File: config.mk
export PLATFORM = sky130hd
export DESIGN_NAME = plrc_top
export DESIGN_NICKNAME = d
export VERILOG_FILES = /design/src/hw/plrc_pkg.sv /design/src/hw/plrc_win_if.sv /design/src/hw/plrc_top.sv /design/src/hw/plrc_window_timer.sv
export SDC_FILE = /design/constraint.sdc
export NUM_CORES = 1
export LEC_CHECK = 0
export BUFFER_PORTS_ARGS = -buffer_cell sky130_fd_sc_hd__buf_2
export CAP_MARGIN = 5
export CORE_MARGIN = 3
export CORE_UTILIZATION = 59
export CTS_BUF_LIST = sky130_fd_sc_hd__clkbuf_4
export DETAILED_ROUTE_END_ITERATION = 8
export GPL_TIMING_DRIVEN = 0
export PLACE_DENSITY = 0.77
export REMOVE_ABC_BUFFERS = 1
export SLEW_MARGIN = 20
export SYNTH_ARGS = -nofsm -noshare
export SYNTH_HDL_FRONTEND = slang
export SYNTH_SLANG_ARGS = --single-unit
export TNS_END_PERCENT = 100
File: constraint.sdc
create_clock -name sys_clk -period 5.6 [get_ports sys_clk]
set_input_delay 0.56 -clock sys_clk [delete_from_list [all_inputs] [get_ports sys_clk]]
set_output_delay 0.56 -clock sys_clk [all_outputs]
set_load 0.005 [all_outputs]
File: src/hw/plrc_pkg.sv
// Package for the power loss restore controller.
// Holds restore mode encodings, timing constants and state types.
package plrc_pkg;

   // Restore mode encodings
   localparam logic [1:0] MODE_REMAIN_OFF = 2'h0;
   localparam logic [1:0] MODE_TURN_ON    = 2'h1;
   localparam logic [1:0] MODE_LAST_STATE = 2'h2;

   // Clock rate and stability window
   localparam int unsigned CLK_HZ       = 10_000_000;
   localparam int unsigned WINDOW_SEC   = 30;
   localparam int unsigned WINDOW_CYC   = WINDOW_SEC * CLK_HZ;
   // Standby presence must persist this long to count as returned
   localparam int unsigned SB_FILT_US   = 10;
   localparam int unsigned SB_FILT_CYC  = SB_FILT_US * (CLK_HZ / 1_000_000);

   // Reset values
   localparam logic RST_LAST_ON = 1'b0;

   // Top level sequencing states
   typedef enum logic [2:0] {
      PLRC_ST_WAIT_SB,
      PLRC_ST_DECIDE,
      PLRC_ST_RUN,
      PLRC_ST_WATCH,
      PLRC_ST_OFF
   } plrc_state_t;

endpackage : plrc_pkg

File: src/hw/plrc_win_if.sv
// Interface between the sequencer and its stability window timer.
// Assumes one clock domain shared by both ends.
`timescale 1ns/100ps
`default_nettype none
interface plrc_win_if;
   logic start;   // Pulse: (re)start the window
   logic abort;   // Level: stop the window
   logic expired; // Pulse: window completed
   modport ctrl (output start, output abort, input expired);
   modport tmr  (input start, input abort, output expired);
endinterface : plrc_win_if
`default_nettype wire

File: src/hw/plrc_top.sv
// Power loss restore controller: watches the standby rail and decides
// whether to switch the main supply on when standby power returns.
// Assumes the controller is powered from standby; nrst is its own
// power-on reset, and all pin inputs are asynchronous to sys_clk.
//
// Summary of operation
// RQ1 - Monitor standby rail continuously after shutdown or loss
// RQ2 - Stable standby through window means proper switch-off
// RQ3 - Standby lost within window means AC loss
// RQ4 - Turn-on mode powers system after standby returns
// RQ5 - Remain-off mode keeps system off after return
// RQ6 - Last-state mode restores recorded on/off state
// RQ7 - Window timer used only in last-state mode
// RQ8 - Loss soon after shutdown may restore on
// RQ9 - Without standby rail, mode has no effect
// RQ10 - Drive active-low main supply enable when on
// RQ11 - Carrier holds power good low until stable
// RQ12 - Two-bit mode; last state kept on standby
`timescale 1ns/100ps
`default_nettype none
module plrc_top
   import plrc_pkg::*;
#(
   parameter int unsigned WIN_CYC  = WINDOW_CYC,
   parameter int unsigned FILT_CYC = SB_FILT_CYC
)(
   // Clock and reset
   input  wire logic       sys_clk,
   input  wire logic       nrst,
   // Supply side pins
   input  wire logic       standby_present,
   input  wire logic       standby_capable,
   input  wire logic       carrier_power_good,
   // Platform requests (pins)
   input  wire logic       on_request,
   input  wire logic       off_request,
   // Configuration
   input  wire logic [1:0] restore_mode,
   // Outputs
   output logic            main_supply_enable_n,
   output logic            system_on,
   output logic            last_state_on,
   output logic            ac_loss_seen,
   output logic            module_reset_n
);
   localparam int FW = $clog2(FILT_CYC + 1);

   // Two-stage synchronisers for every pin input
   logic [5:0] sync1;
   logic [5:0] sync2;
   logic       sb_s, cap_s, pg_s, on_s, off_s;
   logic [1:0] mode_s; // Mode is quasi-static; sampled with the pins

   always_ff @(posedge sys_clk or negedge nrst)
   begin
      if (!nrst)
      begin
         sync1 <= '0;
         sync2 <= '0;
      end
      else
      begin
         sync1 <= {standby_present, standby_capable, carrier_power_good,
                   on_request, off_request, 1'b0};
         sync2 <= sync1;
      end
   end
   assign {sb_s, cap_s, pg_s, on_s, off_s} = sync2[5:1];

   logic [1:0] mode_m1;
   logic [1:0] mode_m2;
   always_ff @(posedge sys_clk or negedge nrst)
   begin
      if (!nrst)
      begin
         mode_m1 <= MODE_REMAIN_OFF;
         mode_m2 <= MODE_REMAIN_OFF;
      end
      else
      begin
         mode_m1 <= restore_mode;
         mode_m2 <= mode_m1;
      end
   end
   assign mode_s = mode_m2;

   // Window timer
   plrc_win_if win ();
   plrc_window_timer #(.WIN_CYC(WIN_CYC)) u_win (
      .sys_clk (sys_clk),
      .nrst    (nrst),
      .win     (win)
   );

   // Sequencer state
   plrc_state_t  state;         // Current phase
   logic [FW-1:0] filt;         // Standby return qualification count
   logic         last_on;       // Recorded last state
   logic         ac_loss;       // Last event classified as AC loss
   logic         sys_on;        // Main supply requested on
   logic         win_start;
   plrc_state_t  next_state;
   logic [FW-1:0] next_filt;
   logic         next_last_on;
   logic         next_ac_loss;
   logic         next_sys_on;
   logic         next_win_start;

   // Sequencing decisions
   always_comb
   begin
      next_state     = state;
      next_filt      = filt;
      next_last_on   = last_on;
      next_ac_loss   = ac_loss;
      next_sys_on    = sys_on;
      next_win_start = 1'b0;
      case (state)
         // Wait for standby rail to stand steady
         PLRC_ST_WAIT_SB:
         begin
            next_sys_on = 1'b0;
            if (!sb_s)
               next_filt = '0;
            else if (filt == FW'(FILT_CYC))
               next_state = PLRC_ST_DECIDE;
            else
               next_filt = filt + FW'(1);
         end
         // Standby returned: apply the restore mode
         PLRC_ST_DECIDE:
         begin
            next_filt = '0;
            if (!cap_s) // RQ9
               next_state = PLRC_ST_OFF;
            else if (mode_s == MODE_TURN_ON) // RQ4
               next_state = PLRC_ST_RUN;
            else if (mode_s == MODE_LAST_STATE && last_on) // RQ6
               next_state = PLRC_ST_RUN;
            else // RQ5
               next_state = PLRC_ST_OFF;
            next_sys_on = (next_state == PLRC_ST_RUN);
         end
         // System running; a standby drop is a loss while on
         PLRC_ST_RUN:
         begin
            next_last_on = 1'b1; // RQ12
            if (!sb_s)
            begin
               next_ac_loss = 1'b1;
               next_sys_on  = 1'b0;
               next_state   = PLRC_ST_WAIT_SB;
            end
            else if (off_s)
            begin
               // Shutdown: only last-state mode waits out the window
               next_sys_on  = 1'b0;
               next_ac_loss = 1'b0;
               if (mode_s == MODE_LAST_STATE) // RQ7
               begin
                  // Last state stays on until the window proves it
                  next_state     = PLRC_ST_WATCH;
                  next_win_start = 1'b1;
               end
               else
               begin
                  // No window: a later standby drop is no AC loss
                  next_last_on = 1'b0;
                  next_state   = PLRC_ST_OFF;
               end
            end
         end
         // Last-state mode only: standby watched through the window
         PLRC_ST_WATCH:
         begin
            if (!sb_s) // RQ1 RQ3 RQ8
            begin
               next_ac_loss = 1'b1;
               next_state   = PLRC_ST_WAIT_SB;
            end
            else if (win.expired) // RQ2
            begin
               next_last_on = 1'b0;
               next_state   = PLRC_ST_OFF;
            end
            else if (on_s)
            begin
               next_sys_on = 1'b1;
               next_state  = PLRC_ST_RUN;
            end
         end
         // Off with standby present
         PLRC_ST_OFF:
         begin
            if (!sb_s) // RQ1
               next_state = PLRC_ST_WAIT_SB;
            else if (on_s)
            begin
               next_sys_on = 1'b1;
               next_state  = PLRC_ST_RUN;
            end
         end
         default:
            next_state = PLRC_ST_WAIT_SB;
      endcase
   end

   // Timer abort whenever the watch phase is left
   assign win.start = win_start;
   assign win.abort = (state != PLRC_ST_WATCH) && !win_start; // RQ7

   // Sequencer registers; last_on lives on standby power
   always_ff @(posedge sys_clk or negedge nrst)
   begin
      if (!nrst)
      begin
         state     <= PLRC_ST_WAIT_SB;
         filt      <= '0;
         last_on   <= RST_LAST_ON;
         ac_loss   <= 1'b0;
         sys_on    <= 1'b0;
         win_start <= 1'b0;
      end
      else
      begin
         state     <= next_state;
         filt      <= next_filt;
         last_on   <= next_last_on;
         ac_loss   <= next_ac_loss;
         sys_on    <= next_sys_on;
         win_start <= next_win_start;
      end
   end

   // Registered outputs
   always_ff @(posedge sys_clk or negedge nrst)
   begin
      if (!nrst)
      begin
         main_supply_enable_n <= 1'b1;
         system_on            <= 1'b0;
         last_state_on        <= RST_LAST_ON;
         ac_loss_seen         <= 1'b0;
         module_reset_n       <= 1'b0;
      end
      else
      begin
         main_supply_enable_n <= !sys_on; // RQ10
         system_on            <= sys_on;
         last_state_on        <= last_on;
         ac_loss_seen         <= ac_loss;
         module_reset_n       <= sys_on && pg_s; // RQ11
      end
   end

endmodule // plrc_top
`default_nettype wire

File: src/hw/plrc_window_timer.sv
// Stability window timer for the power loss restore controller.
// Assumes start and abort come from logic on the same clock.
`timescale 1ns/100ps
`default_nettype none
module plrc_window_timer
   import plrc_pkg::*;
#(
   parameter int unsigned WIN_CYC = WINDOW_CYC
)(
   // Clock and reset
   input  wire logic sys_clk,
   input  wire logic nrst,
   // Control
   plrc_win_if.tmr   win
);
   localparam int W = $clog2(WIN_CYC + 1);

   logic [W-1:0] cnt;        // Remaining cycles
   logic         run;        // Window active
   logic         expired;    // Completion pulse
   logic [W-1:0] next_cnt;
   logic         next_run;
   logic         next_expired;

   // Countdown; abort beats start so a vanished rail always stops it
   always_comb
   begin
      next_cnt     = cnt;
      next_run     = run;
      next_expired = 1'b0;
      if (win.abort)
      begin
         next_run = 1'b0;
      end
      else if (win.start)
      begin
         next_cnt = W'(WIN_CYC - 1);
         next_run = 1'b1;
      end
      else if (run)
      begin
         if (cnt == '0)
         begin
            next_run     = 1'b0;
            next_expired = 1'b1;
         end
         else
         begin
            next_cnt = cnt - W'(1);
         end
      end
   end

   // State registers
   always_ff @(posedge sys_clk or negedge nrst)
   begin
      if (!nrst)
      begin
         cnt     <= '0;
         run     <= 1'b0;
         expired <= 1'b0;
      end
      else
      begin
         cnt     <= next_cnt;
         run     <= next_run;
         expired <= next_expired;
      end
   end

   assign win.expired = expired;

endmodule // plrc_window_timer
`default_nettype wire

==> flow_summary_export.csv <==
group,metric,value,unit
global_route,grt_pass1_vias,2290,
global_route,grt_usage,21.81,%
routing,ant_nets,0,
die,die_y,78.49,um
global_route,grt_pass1_wl,10410,um
routing,routed_wl,5916,um
clocking,cts_sinks,64,
die,die_w,78.49,um
logic_synthesis,synthTopCellsByArea,"dfrtp_1, o21ai_0, nor2_1, or3_1, nand3_1",
clocking,clk_latency,0.42,ns
logic_synthesis,synth-edff-count,0,
setup_path,crit_family,"simple AND/OR/NAND/NOR gates",
clocking,cts_resized,0,
logic_synthesis,avgSynthCellArea,9.937,um2
final_layout,nets,335,
setup_path,worst-path-buf-inv,0,
sta,hold_viol,0,
final_layout,drive_gt1_share,11.93,%
placed_design,gp_congestion,0.8295,
global_route,antenna_found_initial,0,
setup_path,arrival,3.47,ns
die,num_rows,25,
final_layout,fin_util,67.87,%
sta,period_needed,3.158,ns
final_layout,layout_common_cells,"dfrtp_1, nor2_1, o21ai_0",
setup_path,critPathRequiredTime,5.91,ns
pwr,power_density,245.7,nW/um2
setup_path,crit_type,"flip-flop to flip-flop",
logic_synthesis,synth_flop_cell,"dfrtp_1",
logic_synthesis,yosysTopAreaCellShare,50.85,%
sta,skew,0.01084,ns
setup_path,critPathMaxFanout,22,
setup_path,worstPathCellList,"or4_4, or4b_1, nor4_4, nor4_1, mux2_4",
pwr,leakage,0.001555,uW
pwr,power_frac_comb,2.5,%
pwr,seqPwrFrac,57.9,%
pwr,totalPowerFinal,819.1,uW
clocking,holdBufCountCts,0,
sta,grt_setup_unrepaired,"no",
sta,maxSlewViolCount,0,
clocking,root_buffer,"clkbuf_4",
pwr,swShare,24.89,%
routing,first_pass_iters,4,
placed_design,io_buffers,13,
die,num_io_pins,14,
final_layout,synthToLayoutAreaGrowth,7.506,%
placed_design,dp_slack,2.453,ns
pwr,p_clk_share,39.6,%
clocking,cts_tree,"done",
logic_synthesis,yosys_warnings,0,
routing,vias_per_cell,6.023,
pwr,peakVddDrop,0.2196,mV
logic_synthesis,netlist-cell-type-count,55,
sta,final.period_utilization,56.40,%
setup_path,slowest_delay,0.93,ns
run_status,status,"completed",
logic_synthesis,synth_top_area_cell,"dfrtp_1",
clocking,cts_made_buffers,9,
die,coreArea,4911,um2
sta,fin_ws,2.442,ns
pwr,power.switching,203.8,uW
setup_path,endpoint_kind,"flip-flop",
logic_synthesis,netlist_area,3100,um2
routing,dr.first_iter.drc_count,106,
sta,fmax,316.6,MHz
sta,hold-worst-slack,0.2090,ns
clocking,htreeDepth,3,
setup_path,startpoint_type,"flip-flop",
logic_synthesis,yosysSeqAreaShare,51.69,%
setup_path,slowest_stage,"nor4_4",
die,floorplan.initialDensity,63.13,%
sta,tightest_slew,0.9877,ns
logic_synthesis,ys_ff_latch,64,
final_layout,diodes,0,
sta,maxSlewHeadroom,33.66,%
sta,fin_tns_setup,0,ns
global_route,grt_max_degree,65,
sta,setup_viol,0,
final_layout,final_common_cell,"dfrtp_1",
routing,wl_per_cell,15.02,um
routing,route.detailed.drc,0,
routing,vias,2373,
logic_synthesis,syn_inst,312,
placed_design,hpwl,3906,um
global_route,grt.overflow.total,0,
run,drv_cap,0,
logic_synthesis,async_flop_share,100.0,%
clocking,post_cts_buffers,0,
clocking,cts_max_path_buffers,2,
clocking,clk_pin_slew_worst_paths,0.11,ns
die,die_area,6161,um2
pwr,p_int,615.2,uW
worst_hold_path,hold_class,"input port to asynchronous set/reset pin",
==> synth_stat cells (2+ instances only) <==
cell type / count
ha_1: 4
or4_1: 8
o31ai_1: 10
a21oi_1: 14
xor2_1: 2
a22o_1: 2
nand3_1: 16
nor2b_1: 11
o211ai_1: 2
nand2b_1: 8
o21ai_0: 24
mux2i_1: 5
buf_2: 3
inv_1: 8
mux2_4: 2
or3_1: 16
clkbuf_1: 10
xnor2_1: 2
and2_1: 2
dfrtp_1: 63
nor4_1: 9
nand3b_1: 2
nor3_1: 6
nand2_1: 20
nor2_1: 29
a21boi_0: 2
nor3b_1: 3
nand4_1: 2
==> metal layers <==
| layer | global-route usage (%) | part of all wire [%] |
|---|---|---|
| met5 | 0 | 0 |
| met2 | 34.25 | 46 |
| met1 | 28.09 | 48 |
| met4 | 7.867 | 1.6 |
| met3 | 7.569 | 4.8 |
==> layout make-up <==
cell class / count / area [um2]
clock inverter: 7 / 77.57
clock buffer: 9 / 67.56
fill: 408 / 1578
tap: 67 / 83.83
inverter: 8 / 30.03
multi-input combinational: 226 / 1404
timing repair buffer: 13 / 67.56
sequential: 64 / 1603
==> final timing paths <==
check	startpoint	endpoint	slack, ns	depth (start not counted)
setup / recovery	u_win.cnt[23]$_DFFE_PN0P_	u_win.cnt[17]$_DFFE_PN0P_	2.44	5
hold / removal	nrst	filt[2]$_DFFE_PN0P_	0.21	1
setup reg to reg	u_win.cnt[23]$_DFFE_PN0P_	u_win.cnt[17]$_DFFE_PN0P_	2.44	5
hold reg to reg	sync1[2]$_DFF_PN0_	sync2[2]$_DFF_PN0_	0.36	0
max in group asynchronous	nrst	u_win.cnt[10]$_DFFE_PN0P_	4.87	1
min in group sys_clk	restore_mode[0]	mode_m1[0]$_DFF_PN0_	0.24	1
==> stage by stage <==
stage	instance area (um2)	instances
final	3333	394
after global routing	3333	394
after CTS	3333	394
after detailed placement	3188	378
after global placement	3186	378
after floorplan	3037	298
==> state kept, by name, summed over array words and instances, names as in the netlist <==
register	flops
ac_loss	1
sync2	5
module_reset_n	1
u_win.cnt	29
state	3
win.start	1
mode_m2	2
ac_loss_seen	1
filt	7
last_state_on	1
mode_m1	2
system_on	1
sys_on	1
u_win.win.expired	1
sync1	5
main_supply_enable_n	1
u_win.run	1
last_on	1
==> cells by family (layout without fill, tap and decap cells) <==
family | count (synthesis) | after routing | synth area share, %
muxes | 8 | 8 | 2.946
and+or+nand+nor | 142 | 142 | 25.42
AOI/OAI and AO/OA | 68 | 68 | 14.17
xor gates and xnor gates | 4 | 4 | 1.130
adders and majority gates | 4 | 4 | 1.614
buffers and inverters | 22 | 37 | 3.027
DFF | 64 | 64 | 51.70
==> power by group through the flow <==
stage | logic, uW | clock network, uW | registers (uW)
final | 20.5 | 324 | 475
after global placement | 20.1 | 0 | 483
after floorplan | 7.53 | 0 | 482
after detailed placement | 21.1 | 0 | 483
after global routing | 24.4 | 355 | 476
after CTS | 21.3 | 335 | 475
Power figures use the tool's default switching activity.
